<file path="src/cswm_pkg.sv">
// Constants, state encodings and carrier types for the clock switch and fail monitor
package cswm_pkg;

  ////////////////////////////////////////////////////////////////////////////
  // Register map and APB carriers
  localparam int ADDR_W = 12;
  localparam logic [ADDR_W-1:0] OFS_OSC_CTRL = 12'h000;
  localparam logic [ADDR_W-1:0] OFS_RC_TRIM = 12'h004;

  typedef struct packed {
    logic psel;
    logic penable;
    logic pwrite;
    logic [ADDR_W-1:0] paddr;
    logic [31:0] pwdata;
    logic [3:0] pstrb;
  } cswm_apb_req_t;

  typedef struct packed {
    logic [31:0] prdata;
    logic pready;
    logic pslverr;
  } cswm_apb_rsp_t;

  ////////////////////////////////////////////////////////////////////////////
  // Asynchronous status pins from oscillators, timers and power control
  typedef struct packed {
    logic sys_clk_toggle;
    logic low_power_rc_osc_toggle;
    logic target_osc_ready;
    logic sel_osc_started;
    logic pll_lock;
    logic power_up_timer_expired;
    logic sleep_mode;
  } cswm_osc_pins_t;

  ////////////////////////////////////////////////////////////////////////////
  // Field positions in oscillator_control and fast_rc_trim
  localparam int CTRL_CURRENT_OSC_GROUP_LSB = 12;
  localparam int CTRL_NEW_OSC_GROUP_LSB = 8;
  localparam int CTRL_CLOCK_POSTSCALE_SEL_LSB = 6;
  localparam int CTRL_LOCK_BIT = 5;
  localparam int CTRL_CF_BIT = 3;
  localparam int CTRL_SECONDARY_OSC_ENABLE_BIT = 1;
  localparam int CTRL_OSC_SWITCH_REQUEST_BIT = 0;
  localparam int GRP_W = 3;
  localparam int TRIM_W = 4;
  localparam int LANE_W = 8;
  localparam int LANE_HI = 1;
  localparam int LANE_LO = 0;

  ////////////////////////////////////////////////////////////////////////////
  // Group codes, configuration codes, keys, reset values
  localparam logic [GRP_W-1:0] GRP_PLL = 3'h7;
  localparam logic [GRP_W-1:0] GRP_EXT = 3'h3;
  localparam logic [GRP_W-1:0] GRP_LOW_POWER_RC_OSC = 3'h2;
  localparam logic [GRP_W-1:0] GRP_FRC = 3'h1;
  localparam logic [GRP_W-1:0] GRP_LPXT = 3'h0;
  localparam logic [1:0] SMC_SW_AND_MON = 2'h0;
  localparam int SMC_OFF_BIT = 1;
  localparam logic [1:0][7:0] UNLOCK_KEY1 = {8'h78, 8'h46};
  localparam logic [1:0][7:0] UNLOCK_KEY2 = {8'h9a, 8'h57};
  localparam logic [1:0] RST_CLOCK_POSTSCALE_SEL = 2'h0;
  localparam logic [TRIM_W-1:0] RST_TRIM = 4'h0;
  localparam logic [GRP_W-1:0] RST_GROUP = 3'h1;
  localparam int FAIL_WINDOW_DEF = 8;

  ////////////////////////////////////////////////////////////////////////////
  // Postscaler codes and divide ratios
  localparam int DIV_W = 7;
  localparam logic [1:0] CLOCK_POSTSCALE_SEL_DIV64 = 2'h3;
  localparam logic [1:0] CLOCK_POSTSCALE_SEL_DIV16 = 2'h2;
  localparam logic [1:0] CLOCK_POSTSCALE_SEL_DIV4 = 2'h1;
  localparam logic [DIV_W-1:0] DIV_64 = 7'h40;
  localparam logic [DIV_W-1:0] DIV_16 = 7'h10;
  localparam logic [DIV_W-1:0] DIV_4 = 7'h04;
  localparam logic [DIV_W-1:0] DIV_1 = 7'h01;

  ////////////////////////////////////////////////////////////////////////////
  // State encodings
  typedef enum logic [1:0] {
    UL_IDLE = 2'b00,
    UL_KEY1 = 2'b01,
    UL_OPEN = 2'b10
  } cswm_unlock_t;

  typedef enum logic {
    SW_IDLE = 1'b0,
    SW_WAIT = 1'b1
  } cswm_sw_state_t;

endpackage

</file>
<file path="src/cswm_top.sv">
// Clock group switching, fail-safe clock monitor and oscillator control registers
//
// Local design decisions: the placing of the registers and the APB register port.
`timescale 1ns/1ps
`default_nettype none

// What this block does
// Monitor on keeps low-power RC running except Sleep
// Failure raises trap and selects fast RC
// Forced switch loads fast RC, sets fail, clears request
// Failure leaves watchdog clock untouched
// Oscillator not started at timer expiry means failure
// Switch only between groups; primary follows config
// Reset loads current and new group from config
// Request bit starts switch; clearing it aborts
// Config code 1x disables switching and monitor
// Switching disabled: config selects, current only reports
// Software avoids clocks below 100 kHz when monitored
// Low byte write needs 0x46 then 0x57
// High byte write needs 0x78 then 0x9A
// Group codes fixed; current takes new on success
// Postscaler divides by 1, 4, 16, 64
// Lock flag follows PLL lock, only when PLL
// Fail flag sets on failure, cleared on start
// Secondary enable bit drives secondary oscillator
// Request bit clears on success, redundant, forced switch
// Signed four-bit trim field, resets to zero
// Config 00 monitor on, 01 monitor off
// Secondary is device clock for group 000 enabled
// No system clock edge within window is failure
// Control register writes without complete unlock are ignored
module cswm_top #(
  parameter int unsigned FAIL_WINDOW_TICKS = cswm_pkg::FAIL_WINDOW_DEF
) (
  // Clock and power-on/brown-out reset
  input wire logic mclk,
  input wire logic arst_n,
  // APB slave
  input wire cswm_pkg::cswm_apb_req_t apb_req,
  output cswm_pkg::cswm_apb_rsp_t apb_rsp,
  // Configuration fuses
  input wire logic [1:0] switch_monitor_cfg,
  input wire logic [cswm_pkg::GRP_W-1:0] poweron_group_cfg,
  input wire logic [4:0] primary_select_cfg,
  input wire logic soft_watchdog_enable,
  // Oscillator and timer status pins
  input wire cswm_pkg::cswm_osc_pins_t osc_pins,
  // Clock control outputs
  output logic [cswm_pkg::GRP_W-1:0] osc_group_sel,
  output logic [cswm_pkg::GRP_W-1:0] target_osc_group,
  output logic [4:0] primary_select_out,
  output logic osc_switch_busy,
  output logic [1:0] clock_postscale_sel,
  output logic [cswm_pkg::DIV_W-1:0] postscale_divisor,
  output logic secondary_osc_on,
  output logic secondary_is_devclk,
  output logic low_power_rc_osc_run,
  output logic clk_fail_trap,
  output logic signed [cswm_pkg::TRIM_W-1:0] rc_trim_out
);
  import cswm_pkg::*;

  localparam int WCNT_W = $clog2(FAIL_WINDOW_TICKS + 1);

  cswm_osc_pins_t sync1_q;
  cswm_osc_pins_t sync2_q;
  cswm_osc_pins_t prev_q;
  logic cfg_loaded_q;
  logic [1:0] smc_q;
  logic [GRP_W-1:0] fos_q;
  logic [4:0] fpr_q;
  logic [GRP_W-1:0] current_osc_group_q;
  logic [GRP_W-1:0] new_osc_group_q;
  logic osc_switch_request_q;
  logic [1:0] clock_postscale_sel_q;
  logic lock_q;
  logic clock_fail_flag_q;
  logic secondary_osc_enable_q;
  logic [TRIM_W-1:0] rc_trim_field_q;
  cswm_sw_state_t sw_st_q;
  cswm_unlock_t ul_q [2];
  logic [1:0] lane_open_wr;
  logic [WCNT_W-1:0] wcnt_q;
  logic xfer;
  logic ctrl_wr;
  logic trim_wr;
  logic [7:0] wlo;
  logic lo_wr;
  logic hi_wr;
  logic sw_en;
  logic mon_en;
  logic mon_active;
  logic sys_edge;
  logic low_power_rc_osc_edge;
  logic fail_clk;
  logic fail_power_up_timer;
  logic fail_evt;
  logic sw_start;
  logic legal_group;
  logic [31:0] rd_data;

  ////////////////////////////////////////////////////////////////////////////
  // Pin synchronisers; the first stage feeds only the second
  always_ff @(posedge mclk or negedge arst_n) begin
    if (!arst_n) begin
      sync1_q <= '0;
      sync2_q <= '0;
      prev_q <= '0;
    end else begin
      sync1_q <= osc_pins;
      sync2_q <= sync1_q;
      prev_q <= sync2_q;
    end
  end

  ////////////////////////////////////////////////////////////////////////////
  // Fuse capture one edge after reset release
  always_ff @(posedge mclk or negedge arst_n) begin
    if (!arst_n) begin
      cfg_loaded_q <= 1'b0;
      smc_q <= 2'h3;
      fos_q <= RST_GROUP;
      fpr_q <= 5'h00;
    end else if (!cfg_loaded_q) begin
      cfg_loaded_q <= 1'b1;
      smc_q <= switch_monitor_cfg;
      fos_q <= poweron_group_cfg;
      fpr_q <= primary_select_cfg;
    end
  end

  assign sw_en = cfg_loaded_q && !smc_q[SMC_OFF_BIT];
  assign mon_en = cfg_loaded_q && (smc_q == SMC_SW_AND_MON);

  ////////////////////////////////////////////////////////////////////////////
  // APB decode; every access answers in its first access cycle
  assign xfer = apb_req.psel && apb_req.penable && apb_rsp.pready;
  assign ctrl_wr = xfer && apb_req.pwrite && (apb_req.paddr == OFS_OSC_CTRL);
  assign trim_wr = xfer && apb_req.pwrite && (apb_req.paddr == OFS_RC_TRIM) && apb_req.pstrb[0];
  assign wlo = apb_req.pwdata[LANE_W-1:0];
  assign lo_wr = lane_open_wr[LANE_LO];
  assign hi_wr = lane_open_wr[LANE_HI];

  always_comb begin
    rd_data = '0;
    if (apb_req.paddr == OFS_OSC_CTRL) begin
      rd_data[CTRL_CURRENT_OSC_GROUP_LSB +: GRP_W] = current_osc_group_q;
      rd_data[CTRL_NEW_OSC_GROUP_LSB +: GRP_W] = new_osc_group_q;
      rd_data[CTRL_CLOCK_POSTSCALE_SEL_LSB +: 2] = clock_postscale_sel_q;
      rd_data[CTRL_LOCK_BIT] = lock_q;
      rd_data[CTRL_CF_BIT] = clock_fail_flag_q;
      rd_data[CTRL_SECONDARY_OSC_ENABLE_BIT] = secondary_osc_enable_q;
      rd_data[CTRL_OSC_SWITCH_REQUEST_BIT] = osc_switch_request_q;
    end else if (apb_req.paddr == OFS_RC_TRIM) begin
      rd_data[TRIM_W-1:0] = rc_trim_field_q;
    end
  end

  always_ff @(posedge mclk or negedge arst_n) begin
    if (!arst_n) begin
      apb_rsp <= '0;
    end else if (apb_req.psel && !apb_req.penable) begin
      apb_rsp.pready <= 1'b1;
      apb_rsp.prdata <= apb_req.pwrite ? 32'h0000_0000 : rd_data;
      apb_rsp.pslverr <= (apb_req.paddr != OFS_OSC_CTRL) && (apb_req.paddr != OFS_RC_TRIM);
    end else begin
      apb_rsp <= '0;
    end
  end

  ////////////////////////////////////////////////////////////////////////////
  // Byte-lane unlock: any other transfer in between breaks the sequence
  for (genvar g = 0; g < 2; g++) begin : g_lane
    logic [7:0] lane_byte;
    logic lane_hit;
    assign lane_byte = apb_req.pwdata[g*LANE_W +: LANE_W];
    assign lane_hit = ctrl_wr && apb_req.pstrb[g];
    assign lane_open_wr[g] = lane_hit && (ul_q[g] == UL_OPEN);

    always_ff @(posedge mclk or negedge arst_n) begin
      if (!arst_n) begin
        ul_q[g] <= UL_IDLE;
      end else if (xfer) begin
        if (!lane_hit) begin
          ul_q[g] <= UL_IDLE;
        end else begin
          case (ul_q[g])
            UL_IDLE: ul_q[g] <= (lane_byte == UNLOCK_KEY1[g]) ? UL_KEY1 : UL_IDLE;
            UL_KEY1: begin
              if (lane_byte == UNLOCK_KEY2[g]) begin
                ul_q[g] <= UL_OPEN;
              end else begin
                ul_q[g] <= (lane_byte == UNLOCK_KEY1[g]) ? UL_KEY1 : UL_IDLE;
              end
            end
            UL_OPEN: ul_q[g] <= UL_IDLE;
            default: ul_q[g] <= UL_IDLE;
          endcase
        end
      end
    end
  end

  ////////////////////////////////////////////////////////////////////////////
  // Fail monitor: count low-power RC ticks since the last system clock edge
  assign sys_edge = sync2_q.sys_clk_toggle ^ prev_q.sys_clk_toggle;
  assign low_power_rc_osc_edge = sync2_q.low_power_rc_osc_toggle ^ prev_q.low_power_rc_osc_toggle;
  assign mon_active = mon_en && !sync2_q.sleep_mode;
  assign fail_clk = mon_active && !sys_edge && low_power_rc_osc_edge
      && (wcnt_q == WCNT_W'(FAIL_WINDOW_TICKS - 1));
  assign fail_power_up_timer = mon_en && sync2_q.power_up_timer_expired && !prev_q.power_up_timer_expired
      && !sync2_q.sel_osc_started;
  assign fail_evt = fail_clk || fail_power_up_timer;

  always_ff @(posedge mclk or negedge arst_n) begin
    if (!arst_n) begin
      wcnt_q <= '0;
    end else if (!mon_active || sys_edge || fail_evt) begin
      wcnt_q <= '0;
    end else if (low_power_rc_osc_edge) begin
      wcnt_q <= WCNT_W'(wcnt_q + 1'b1);
    end
  end

  ////////////////////////////////////////////////////////////////////////////
  // Group switch sequencer
  assign legal_group = (apb_req.pwdata[LANE_W +: GRP_W] == GRP_PLL)
      || (apb_req.pwdata[LANE_W +: GRP_W] == GRP_EXT)
      || (apb_req.pwdata[LANE_W +: GRP_W] == GRP_LOW_POWER_RC_OSC)
      || (apb_req.pwdata[LANE_W +: GRP_W] == GRP_FRC)
      || (apb_req.pwdata[LANE_W +: GRP_W] == GRP_LPXT);
  assign sw_start = sw_en && !fail_evt && (sw_st_q == SW_IDLE) && lo_wr
      && wlo[CTRL_OSC_SWITCH_REQUEST_BIT] && (new_osc_group_q != current_osc_group_q);

  always_ff @(posedge mclk or negedge arst_n) begin
    if (!arst_n) begin
      new_osc_group_q <= RST_GROUP;
    end else if (!cfg_loaded_q) begin
      new_osc_group_q <= poweron_group_cfg;
    end else if (hi_wr && legal_group) begin
      new_osc_group_q <= apb_req.pwdata[LANE_W +: GRP_W];
    end
  end

  always_ff @(posedge mclk or negedge arst_n) begin
    if (!arst_n) begin
      current_osc_group_q <= RST_GROUP;
      osc_switch_request_q <= 1'b0;
      sw_st_q <= SW_IDLE;
    end else if (!cfg_loaded_q) begin
      current_osc_group_q <= poweron_group_cfg;
    end else if (!sw_en) begin
      current_osc_group_q <= fos_q;
      osc_switch_request_q <= 1'b0;
      sw_st_q <= SW_IDLE;
    end else if (fail_evt) begin
      current_osc_group_q <= GRP_FRC;
      osc_switch_request_q <= 1'b0;
      sw_st_q <= SW_IDLE;
    end else begin
      case (sw_st_q)
        SW_IDLE: begin
          if (sw_start) begin
            osc_switch_request_q <= 1'b1;
            sw_st_q <= SW_WAIT;
          end else if (lo_wr) begin
            osc_switch_request_q <= 1'b0;
          end
        end
        SW_WAIT: begin
          if (lo_wr && !wlo[CTRL_OSC_SWITCH_REQUEST_BIT]) begin
            osc_switch_request_q <= 1'b0;
            sw_st_q <= SW_IDLE;
          end else if (sync2_q.target_osc_ready) begin
            current_osc_group_q <= new_osc_group_q;
            osc_switch_request_q <= 1'b0;
            sw_st_q <= SW_IDLE;
          end
        end
        default: sw_st_q <= SW_IDLE;
      endcase
    end
  end

  ////////////////////////////////////////////////////////////////////////////
  // Status flags; a failure wins over any clear in the same cycle
  always_ff @(posedge mclk or negedge arst_n) begin
    if (!arst_n) begin
      clock_fail_flag_q <= 1'b0;
    end else if (fail_evt) begin
      clock_fail_flag_q <= 1'b1;
    end else if (sw_start || (lo_wr && !wlo[CTRL_CF_BIT])) begin
      clock_fail_flag_q <= 1'b0;
    end
  end

  always_ff @(posedge mclk or negedge arst_n) begin
    if (!arst_n) begin
      lock_q <= 1'b0;
    end else if (sw_start) begin
      lock_q <= 1'b0;
    end else begin
      lock_q <= sync2_q.pll_lock && (current_osc_group_q == GRP_PLL);
    end
  end

  ////////////////////////////////////////////////////////////////////////////
  // Plain control fields
  always_ff @(posedge mclk or negedge arst_n) begin
    if (!arst_n) begin
      clock_postscale_sel_q <= RST_CLOCK_POSTSCALE_SEL;
      secondary_osc_enable_q <= 1'b0;
    end else if (lo_wr) begin
      clock_postscale_sel_q <= wlo[CTRL_CLOCK_POSTSCALE_SEL_LSB +: 2];
      secondary_osc_enable_q <= wlo[CTRL_SECONDARY_OSC_ENABLE_BIT];
    end
  end

  // Trim needs no unlock; it only nudges the fast RC frequency
  always_ff @(posedge mclk or negedge arst_n) begin
    if (!arst_n) begin
      rc_trim_field_q <= RST_TRIM;
    end else if (trim_wr) begin
      rc_trim_field_q <= apb_req.pwdata[TRIM_W-1:0];
    end
  end

  ////////////////////////////////////////////////////////////////////////////
  // Output register stage
  always_ff @(posedge mclk or negedge arst_n) begin
    if (!arst_n) begin
      osc_group_sel <= RST_GROUP;
      target_osc_group <= RST_GROUP;
      primary_select_out <= 5'h00;
      osc_switch_busy <= 1'b0;
      clock_postscale_sel <= RST_CLOCK_POSTSCALE_SEL;
      postscale_divisor <= DIV_1;
      secondary_osc_on <= 1'b0;
      secondary_is_devclk <= 1'b0;
      low_power_rc_osc_run <= 1'b1;
      clk_fail_trap <= 1'b0;
      rc_trim_out <= RST_TRIM;
    end else begin
      osc_group_sel <= current_osc_group_q;
      target_osc_group <= new_osc_group_q;
      primary_select_out <= fpr_q;
      osc_switch_busy <= (sw_st_q == SW_WAIT);
      clock_postscale_sel <= clock_postscale_sel_q;
      case (clock_postscale_sel_q)
        CLOCK_POSTSCALE_SEL_DIV64: postscale_divisor <= DIV_64;
        CLOCK_POSTSCALE_SEL_DIV16: postscale_divisor <= DIV_16;
        CLOCK_POSTSCALE_SEL_DIV4: postscale_divisor <= DIV_4;
        default: postscale_divisor <= DIV_1;
      endcase
      secondary_osc_on <= secondary_osc_enable_q;
      secondary_is_devclk <= secondary_osc_enable_q && (current_osc_group_q == GRP_LPXT);
      // Failure path never touches this, so the watchdog keeps its clock
      low_power_rc_osc_run <= !sync2_q.sleep_mode && (!cfg_loaded_q || mon_en || soft_watchdog_enable
          || (current_osc_group_q == GRP_LOW_POWER_RC_OSC));
      clk_fail_trap <= fail_evt;
      rc_trim_out <= $signed(rc_trim_field_q);
    end
  end
endmodule

`default_nettype wire

</file>
<file path="config.mk">
export PLATFORM = sky130hd
export DESIGN_NAME = cswm_top
export DESIGN_NICKNAME = d
export VERILOG_FILES = /design/src/cswm_pkg.sv /design/src/cswm_top.sv
export SDC_FILE = /design/constraint.sdc
export NUM_CORES = 1
export LEC_CHECK = 0
export BUFFER_PORTS_ARGS = -buffer_cell sky130_fd_sc_hd__buf_2
export CAP_MARGIN = 10
export CORE_ASPECT_RATIO = 1.25
export CORE_MARGIN = 2
export CORE_UTILIZATION = 45
export CTS_BUF_LIST = sky130_fd_sc_hd__clkbuf_16
export DETAILED_ROUTE_END_ITERATION = 8
export GPL_TIMING_DRIVEN = 0
export PLACE_DENSITY = 0.74
export REMOVE_ABC_BUFFERS = 1
export SLEW_MARGIN = 20
export SYNTH_ARGS = -nofsm -noshare
export SYNTH_HDL_FRONTEND = slang
export SYNTH_SLANG_ARGS = --single-unit
</file>
<file path="constraint.sdc">
create_clock -name mclk -period 3.42 [get_ports mclk]
set_input_delay 0.342 -clock mclk [delete_from_list [all_inputs] [get_ports mclk]]
set_output_delay 0.342 -clock mclk [all_outputs]
set_load 0.03 [all_outputs]
</file>
; ---- After elaboration in Yosys (flattened, before gate mapping)
; Cells that the tools add are included.
[totals]
reg_bits = 116
inputBits = 71
output_inout_bits = 63
wordCells = 186
[op_classes]
n_addsub = 1
eq_ne = 27
mux = 43
bitwise_logic = 3
n_reduce_logical = 65
[op_table]
columns = cell, n
row1 = $logic_and A1 B1 Y1, 32
row2 = $mux W3, 9
row3 = $eq A8 B7 Y1 const B, 3
row4 = $pmux W7 S3, 1
row5 = $mux W1, 18
row6 = $mux W17, 1
row7 = $mux W15, 1
row8 = $eq A12 B3 Y1 const B, 1
row9 = $logic_not A12 Y1, 1
row10 = $mux W4, 3
row11 = $ne A12 B3 Y1 const B, 1
row12 = $reduce_bool A12 Y1, 1
row13 = $logic_not A1 Y1, 11
row14 = $logic_or A1 B1 Y1, 11
row15 = $mux W2, 5
row16 = $eq A3 B2 Y1 const B, 3
row17 = $eq A2 B2 Y1 const B, 4
row18 = $eq A8 B8 Y1 const B, 1
row19 = $ne A4 B3 Y1 const B, 2
row20 = $pmux W2 S2, 2
row21 = $eq A2 B1 Y1 const B, 3
row22 = $eq A3 B3 Y1 const B, 2
row23 = $logic_not A2 Y1, 3
row24 = $logic_not A3 Y1, 2
row25 = other kinds (14), 18

; ---- Longest topological paths before layout
; Gate-level depths: netlist (run 1).
[logic_depth]
depth_word = 17
ltp_mapped = 6
depth_no_buf = 6

; ---- Worst setup path before layout (run 1)
; OpenSTA, ideal clock, no wires.
[synth_path]
path_type = reg2reg
start = register apb_rsp[1] in the netlist's numbering
end = register clock_fail_flag_q
arrival_ps = 1831
required_ps = 3302
setup_slack_ps = 1471
stages_incl_launch_ff = 6
path_buffers = 0
synth_period_minus_slack_ps = 1949
cell_sequence = dfrtp_1 nand3_2 or2_2 or4_4 a21o_1 a21o_1
[synth_via]
elab_chain_cells = 10
[synth_lines]
columns = element, line_no
row1 = from (decl), cswm_top.sv:40  ; output cswm_pkg::cswm_apb_rsp_t apb_rsp,
row2 = $logic_and A1 B1 Y1 (*), cswm_top.sv:137  ; assign xfer = apb_req.psel && apb_req.penable && apb_rsp.pready;
row3 = $logic_and A1 B1 Y1 (*) (2 in series), cswm_top.sv:138  ; assign ctrl_wr = xfer && apb_req.pwrite && (apb_req.paddr == OFS_OSC_CTRL);
row4 = $logic_and A1 B1 Y1 (*), cswm_top.sv:177  ; assign lane_hit = ctrl_wr && apb_req.pstrb[g];
row5 = $logic_and A1 B1 Y1 (*), cswm_top.sv:178  ; assign lane_open_wr[g] = lane_hit && (ul_q[g] == UL_OPEN);
row6 = $logic_and A1 B1 Y1, cswm_top.sv:232  ; assign sw_start = sw_en && !fail_evt && (sw_st_q == SW_IDLE) && lo_wr
row7 = $logic_and A1 B1 Y1 (2 in series), cswm_top.sv:233  ; && wlo[CTRL_OSC_SWITCH_REQUEST_BIT] && (new_osc_group_q != current_osc_group_q);
row8 = $logic_or A1 B1 Y1 (*), cswm_top.sv:292  ; end else if (sw_start || (lo_wr && !wlo[CTRL_CF_BIT])) begin
row9 = $reduce_bool A2 Y1 (no line) (*), n/a
row10 = to (signal assigned), cswm_top.sv:289  ; clock_fail_flag_q <= 1'b0;
row11 = to (signal assigned), cswm_top.sv:291  ; clock_fail_flag_q <= 1'b1;
row12 = to (signal assigned), cswm_top.sv:293  ; clock_fail_flag_q <= 1'b0;
row13 = to (decl), cswm_top.sv:77  ; logic clock_fail_flag_q;
; Every way passes the cells marked *; elsewhere a longest branch is shown, timed or not.
; A chain may end at the register's enable or synchronous reset.

; ---- Worst setup path after layout (run 1)
[layout_path]
start = register cfg_loaded_q
end = register clock_fail_flag_q
[layout_via]
elab_chain_cells = 14
[layout_lines]
columns = element, line_no
row1 = from (decl), cswm_top.sv:68  ; logic cfg_loaded_q;
row2 = from (signal assigned), cswm_top.sv:120  ; cfg_loaded_q <= 1'b0;
row3 = from (signal assigned), cswm_top.sv:125  ; cfg_loaded_q <= 1'b1;
row4 = $logic_and A1 B1 Y1, cswm_top.sv:133  ; assign mon_en = cfg_loaded_q && (smc_q == SMC_SW_AND_MON);
row5 = $logic_and A1 B1 Y1, cswm_top.sv:208  ; assign mon_active = mon_en && !sync2_q.sleep_mode;
row6 = $logic_and A1 B1 Y1 (2 in series), cswm_top.sv:209  ; assign fail_clk = mon_active && !sys_edge && low_power_rc_osc_edge
row7 = $logic_and A1 B1 Y1, cswm_top.sv:210  ; && (wcnt_q == WCNT_W'(FAIL_WINDOW_TICKS - 1));
row8 = $logic_or A1 B1 Y1, cswm_top.sv:213  ; assign fail_evt = fail_clk || fail_power_up_timer;
row9 = $logic_not A1 Y1, cswm_top.sv:232
row10 = $logic_and A1 B1 Y1 (3 in series), cswm_top.sv:232
row11 = $logic_and A1 B1 Y1 (2 in series), cswm_top.sv:233
row12 = $logic_or A1 B1 Y1, cswm_top.sv:292
row13 = $reduce_bool A2 Y1 (no line), n/a
; Several ways; a longest one is shown, not always the timed one.

==> results of run 1 <==
[where the power goes]
group | internal, mW | total (mW) | switching, mW | leakage [nW]
clock network | 0.493 | 0.905 | 0.411 | 0.135
logic | 0.0739 | 0.215 | 0.141 | 0.907
registers | 1.17 | 1.21 | 0.0374 | 1.19
[cells in the mapped netlist, types with 3 or more instances]
library cell   n  share of area (%)
dfrtp_1       85                 58
nand2_1       26                2.7
buf_4         22                4.5
mux2_2        13                4.0
nor2_1        13                1.3
and2_1        11                1.9
dfstp_2        9                6.5
inv_1          8               0.82
a21oi_1        6               0.82
nand4_1        6                1.0
mux2i_1        5                1.4
nand3_1        5               0.69
xnor2_1        5                1.2
nor4_1         4               0.69
nor4_2         4                1.4
o21ai_0        4               0.55
a21o_1         3               0.62
a22o_1         3               0.72
nand2b_1       3               0.52
o31ai_1        3               0.62
xor2_1         3               0.72
[cells in the final DEF (no fill, tap or decap), types with 3 or more instances in the layout]
| cell type | synthesis | routed |
|---|---|---|
| buf_2 | 1 | 93 |
| dfrtp_1 | 85 | 85 |
| nand2_1 | 26 | 26 |
| conb_1 | 2 | 23 |
| nor2_1 | 13 | 13 |
| mux2_2 | 13 | 13 |
| and2_1 | 11 | 11 |
| inv_1 | 8 | 9 |
| clkbuf_16 | 0 | 9 |
| dfstp_2 | 9 | 9 |
| nand4_1 | 6 | 6 |
| a21oi_1 | 6 | 6 |
| xnor2_1 | 5 | 5 |
| nor4_2 | 4 | 5 |
| nand3_1 | 5 | 5 |
| mux2i_1 | 5 | 5 |
| o21ai_0 | 4 | 4 |
| xor2_1 | 3 | 3 |
| nand2b_1 | 3 | 3 |
| nor4_1 | 4 | 3 |
| a22o_1 | 3 | 3 |
| o31ai_1 | 3 | 3 |
| a21o_1 | 3 | 3 |
| clkinv_4 | 0 | 3 |
[cells by family (layout without fill, tap and decap cells)]
logic type / Yosys count / after routing
xor+xnor: 8 / 8
mux: 18 / 18
other cells: 2 / 23
compound gates: 31 / 31
simple gates: 95 / 95
fa+ha+maj: 1 / 1
buf+inv: 33 / 119
flops: 94 / 94
[per-layer routing]
| metal | routed length [um] | part of all wire (%) | track usage (%) | vias to the layer above |
|---|---|---|---|---|
| li1 | - | - | - | 1146 |
| met1 | 2840 | 41 | 20.7 | 1182 |
| met2 | 3460 | 50 | 26.8 | 78 |
| met3 | 471 | 6.8 | 5.53 | 13 |
| met4 | 137 | 2.0 | 6.92 | 0 |
| met5 | 0 | 0 | 0 | - |
[sequential cells by signal (all words and copies together), names as in the netlist, 2 cells and up]
name                   flops
apb_rsp                   15
sync1_q                    7
sync2_q                    7
fpr_q                      5
primary_select_out         5
postscale_divisor          4
rc_trim_field_q            4
rc_trim_out                4
ul_q                       4
wcnt_q                     4
current_osc_group_q        3
fos_q                      3
new_osc_group_q            3
osc_group_sel              3
prev_q                     3
target_osc_group           3
clock_postscale_sel        2
clock_postscale_sel_q      2
smc_q                      2
[stage by stage]
stage               total power [mW]  setup WS (ps)
floorplan                       1.34           1470
global placement                1.43            823
detailed placement              1.45           1110
CTS                             2.35           1080
global route                    2.43            895
finish                          2.33           1090
[area by class of cell]
cell class / count / area (sq um)
clock inverters: 7 / 50.0
flip-flops and latches: 94 / 2360
multi-input cells: 176 / 1150
well taps: 95 / 119
repair buffers: 95 / 500
clock buffers: 9 / 225
inverters: 8 / 30.0
fillers: 675 / 3390
[worst min path at each step]
stage	start	end	slack [ps]	depth (start not counted)
4_1_cts	arst_n	apb_rsp[15]	20	1
3_5_place_dp	sync1_q[6]	sync2_q[6]	330	0
2_1_floorplan	arst_n	apb_rsp[0]	50	0
6_report	arst_n	apb_rsp[15]	5	1
5_1_grt	arst_n	apb_rsp[15]	50	1
3_3_place_gp	sync1_q[5]	sync2_q[5]	330	0
[worst max-delay path: stages, from the launching register on]
cell and delay, ps:
dfrtp_1 850, inv_1 190, a311oi_1 570, nand3_1 230, a21o_1 220, a21o_1 160
==> out/results.ini, run 1 <==
[clocking]
htree_levels=3
cts-root-buf=clkbuf_16
clock_sinks=94
path_clk_slew_ps=70
cts_setup_buffers=0
postCtsHoldBufs=0
clock_latency_ps=340
cts_resized=0
clock_path_buffers=2
cts_buffers=9
tritoncts=done

[floorplanning]
die_area_sq_um=8830
rows=36
die_y_um=105
io_pins=134
core-area_sq_um=7840
die_x_um=84.5
initial_core_util_pct=46.5

[final_layout]
fin_area_sq_um=4440
fin_nets=456
area_delta_synth_final_pct=22.0
fin_util_pct=56.7
stdcell_count=484
drive_gt1_share_pct=37.3
diodes=0

[logic_synthesis]
synth_fa_ha_area_share_pct=0.344
yosysWarnings=0
synth_seq_cells=94
ys.flop_type=dfrtp_1
syn_avg_cell_area_sq_um=12.9
synth_xor_area_share_pct=1.92
netlist_instances=282
syn_area_sq_um=3640
synth.distinct_cells=51
synth_mux_area_share_pct=5.40
async_flop_share_pct=100
yosys.area_share.simple_pct=15.5
synth_compound_area_share_pct=5.98
synth_top_family_by_area=simple AND/OR/NAND/NOR gates
ys_seq_area_share_pct=64.9
synth-edff-count=0

[hold_path]
hp-class=in -> async

[timing]
maxSlewHeadroom_pct=47.8
fin_tns_setup_ps=0
fin_crit_ps=2330
maxSlewViolCount=0
finalClockSkew_ps=9.71
worst_hold_slack_ps=5.28
clock.fmax_mhz=429
post-route-period-util_pct=68.2
worst_pin_slew_ps=783
finalSetupViolCount=0
rsz0062_at_grt=no
finalHoldViolCount=0

[power]
p_per_area_nw_per_um2=524
vdd_drop_max_mv=0.316
power_leakage_nw=2.23

[placed_design]
gp_congestion=0.788
place_inst=468
io_buffers=93
dp.final_hpwl_mm=5.15
place_area_sq_um=4170

[grt]
grt_antenna_before_repair=0
grt-ovfl-total=0
gr-usage-all-layers_pct=16.7
grt_first_pass_wirelength_mm=11.5
grt_pass1_vias=2365
grt_max_degree=50

[worst_setup_path]
worstPathArrival_ps=2560
crit_end=clock_fail_flag_q
ff2ff_setup_slack_ps=1090
worstPathRequired_ps=3650
cp-startpoint=cfg_loaded_q
reg2reg_depth=5
critPathLaunchType=flip-flop
critPathKind=reg -> reg
r2r-end=clock_fail_flag_q
regToRegStartpoint=cfg_loaded_q
crit_path_end_kind=flip-flop
crit_fanout=24

[drt]
drt-initial-drc-count=114
detail_route.vias_per_cell=5.00
ant_nets=0
post_drt_wl_per_cell_um=14.3
drt-total-wl_mm=6.91
drt_pass1_iterations=4
drc=0
vias=2419

[outcome]
outcome=finished clean

[job]
drv_cap=0

(Power assumes the default switching activity.)
==> run 2: changes to the inputs <==
- ABC_AREA: default -> 1
- PLACE_DENSITY: 0.74 -> 0.73
- clock period: 3.42 -> 2.2 ns (I/O delays scaled with it)
==> run 2 against run 1 <==
Total power increased by 62%. First-iteration DRC count decreased by 50%. Cell count increased by 21%. Setup slack got worse by 720 ps. Critical path depth increased by 4. Maximum frequency increased by 27%.
==> out/results.ini, run 2 <==
[hold_path]
hp-class=in -> reg  ; was in -> async
hold_depth=3

[drt]
drc=0  ; unchanged
ant_nets=0  ; unchanged
detail_route.vias_per_cell=4.71  ; was 5.00
drt-total-wl_mm=7.53  ; was 6.91 mm
drt-initial-drc-count=57  ; was 114
drt_pass1_iterations=6  ; was 4
post_drt_wl_per_cell_um=12.9  ; was 14.3 um
vias=2753  ; was 2419

[floorplanning]
io_pins=134  ; unchanged
core-area_sq_um=8240  ; was 7840 sq um
die_area_sq_um=9230  ; was 8830 sq um
die_y_um=107  ; was 105 um
rows=37  ; was 36
initial_core_util_pct=46.3  ; was 46.5%
die_x_um=86.3  ; was 84.5 um

[clocking]
clock_sinks=94  ; unchanged
tritoncts=done  ; unchanged
cts-root-buf=clkbuf_16  ; unchanged
htree_levels=3  ; unchanged
cts_buffers=9  ; unchanged
cts_setup_buffers=0  ; unchanged
clock_latency_ps=340  ; about the same
path_clk_slew_ps=70  ; about the same
clock_path_buffers=2  ; unchanged

[final_layout]
mostFrequentLayoutCells=buf_2, dfrtp_1, nand2_1, inv_1, nor2_1  ; was buf_2, dfrtp_1, nand2_1, conb_1
stdcell_count=585  ; was 484
reg_top3=apb_rsp: 15 flops, sync1_q: 7 flops, sync2_q: 7 flops  ; unchanged
diodes=0  ; unchanged
fillerInstances=742  ; was 675
final_common_cell=buf_2  ; unchanged
regMostFlops=apb_rsp  ; unchanged
fin_util_pct=57.1  ; was 56.7%
drive_gt1_share_pct=29.9  ; was 37.3%
fin_nets=555  ; was 456
largest_reg_flops=15  ; unchanged
area_delta_synth_final_pct=23.3  ; was 22.0%

[logic_synthesis]
synth.most_common_cell=dfrtp_1  ; unchanged
async_flop_share_pct=100  ; unchanged
ys_seq_area_share_pct=62.0  ; was 64.9%
netlist_instances=375  ; was 282
syn_area_sq_um=3810  ; was 3640 sq um
synth.distinct_cells=34  ; was 51
yosysTopAreaCell=dfrtp_1  ; unchanged
syn_avg_cell_area_sq_um=10.2  ; was 12.9 sq um
synth_seq_cells=94  ; unchanged
ys.flop_type=dfrtp_1  ; unchanged
synth-edff-count=0  ; unchanged
yosysWarnings=0  ; unchanged
synth.top_cells.by_area=dfrtp_1, nand2_1, dfstp_2  ; was dfrtp_1, dfstp_2, buf_4
ys_top_cells_by_count=dfrtp_1, nand2_1, inv_1  ; was dfrtp_1, nand2_1, buf_4
netlist.area_leader.share_pct=55.8  ; was 58.4%

[worst_setup_path]
cp.depth=9  ; was 5
critPathKind=reg -> reg  ; unchanged
critPathLaunchType=flip-flop  ; unchanged
slowest_delay_ps=790  ; was 850 ps
worstPathArrival_ps=2080  ; was 2560 ps
reg2reg_depth=9  ; was 5
cp_top_family=flip-flops  ; was compound AO/OA/AOI/OAI gates
slowest_stage=dfrtp_1  ; unchanged
crit_path_end_kind=flip-flop  ; unchanged
path_cells=nand3_1 -> nor2_1 -> nand2_1 -> nand3_2 -> inv_1 -> nand3_1 -> nand3b_1 -> nand2_1 -> inv_1  ; was inv_1 -> a311oi_1 -> nand3_1 -> a21o_1 -> a21o_1
crit_buf_inv=2  ; was 1
crit_fanout=20  ; was 24
worstPathRequired_ps=2440  ; was 3650 ps

[timing]
fin_crit_ps=1830  ; was 2330 ps
worst_hold_slack_ps=68.6  ; was 5.28 ps
maxSlewHeadroom_pct=53.8  ; was 47.8%
fin_tns_setup_ps=0  ; unchanged
rsz0062_at_grt=no  ; unchanged
post-route-period-util_pct=83.3  ; was 68.2%
finalHoldViolCount=0  ; unchanged
maxSlewViolCount=0  ; unchanged
clock.fmax_mhz=546  ; was 429 MHz
finalSetupViolCount=0  ; unchanged
finalClockSkew_ps=6.66  ; was 9.71 ps
worst_pin_slew_ps=693  ; was 783 ps

[power]
p_per_area_nw_per_um2=802  ; was 524 nW/um^2
vdd_drop_max_mv=0.452  ; was 0.316 mV
power_leakage_nw=2.47  ; was 2.23 nW
power_mw=3.77  ; was 2.33 mW

[grt]
grt_first_pass_wirelength_mm=12.4  ; was 11.5 mm
gr-usage-all-layers_pct=17.5  ; was 16.7%
grt-ovfl-total=0  ; unchanged
grt_antenna_before_repair=0  ; unchanged
grt_max_degree=59  ; was 50
grt_pass1_vias=2751  ; was 2365

[placed_design]
dp.final_hpwl_mm=5.62  ; was 5.15 mm
gp_congestion=0.804  ; was 0.788
io_buffers=93  ; unchanged
place_inst=561  ; was 468

[outcome]
outcome=finished clean  ; unchanged

[job]
drv_cap=0  ; unchanged

-- run 2: cell types whose count changed after synthesis, moves of 5 or more --
cell / before / now
nand3_1: 5 / 18
nor2_1: 13 / 25
nor3_1: 2 / 13
mux2_2: 13 / 0
inv_1: 8 / 43
mux2i_1: 5 / 0
nand2_1: 26 / 84
o21ai_0: 4 / 9
and2_1: 11 / 0
nor2_4: 0 / 6
-- run 2: metrics by stage --
stage | worst slack [ps] | cell area, sq um
3_3_place_gp | 141 | 4290
4_1_cts | 353 | 4700
2_1_floorplan | 683 | 3710
3_5_place_dp | 364 | 4320
6_report | 367 | 4700
5_1_grt | 163 | 4700
-- run 2: cell families after synthesis --
kind of cell / count (synthesis) / share of synthesized area (%)
AOI/OAI and AO/OA: 27 / 4.27
xor gates and xnor gates: 5 / 1.15
adders and majority gates: 1 / 0.328
buffers and inverters: 70 / 9.19
DFF: 94 / 62.0
other: 2 / 0.197
and+or+nand+nor: 176 / 22.9
-- run 2: worst register-to-register path, cell delays in order (launching register included) --
cell	delay (ps)
dfrtp_1	790
nand3_1	140
nor2_1	140
nand2_1	90
nand3_2	140
inv_1	120
nand3_1	100
nand3b_1	80
nand2_1	90
inv_1	40
-- run 2: timing repair --
item | 4_1_cts | 5_1_grt
gates resized for setup | 0 | 0
hold endpoints to repair | 56 | 0
hold buffers | 8 | 0
-- run 2: path summary, 6_finish.rpt --
check                                          to  slack, ps                  start
min in group asynchronous              sync1_q[0]        480                 arst_n
max in group asynchronous  current_osc_group_q[0]       1040                 arst_n
hold reg to reg                        sync2_q[3]        350             sync1_q[3]
setup / recovery                          sw_st_q        370           cfg_loaded_q
hold / removal                           fpr_q[4]         70  primary_select_cfg[4]
setup reg to reg                          sw_st_q        370           cfg_loaded_q
-- run 2: report_power, final --
part           internal, mW  switching [mW]  leakage [nW]
Combinational         0.116           0.255          1.14
Clock                 0.807           0.730         0.146
Sequential             1.81          0.0513          1.18
Total                  2.74            1.04          2.47
-- run 2: area by class of cell --
cell class	instances	area, sq um	share of cell area [%]
Multi-Input combinational cell	232	1180	25.1
Clock buffer	9	225	4.79
Sequential cell	94	2360	50.3
Timing Repair Buffer	102	568	12.1
Clock inverter	7	80.1	1.70
Inverter	44	165	3.51
Tap cell	97	121	2.58
-- run 2: metal layers --
layer / wire, um / GRT usage [%] / share of wire, %
met5: 0 / 0 / 0
met4: 155 / 7.03 / 2.1
met3: 435 / 4.77 / 5.8
met2: 4030 / 30.7 / 54
met1: 2910 / 20.1 / 39
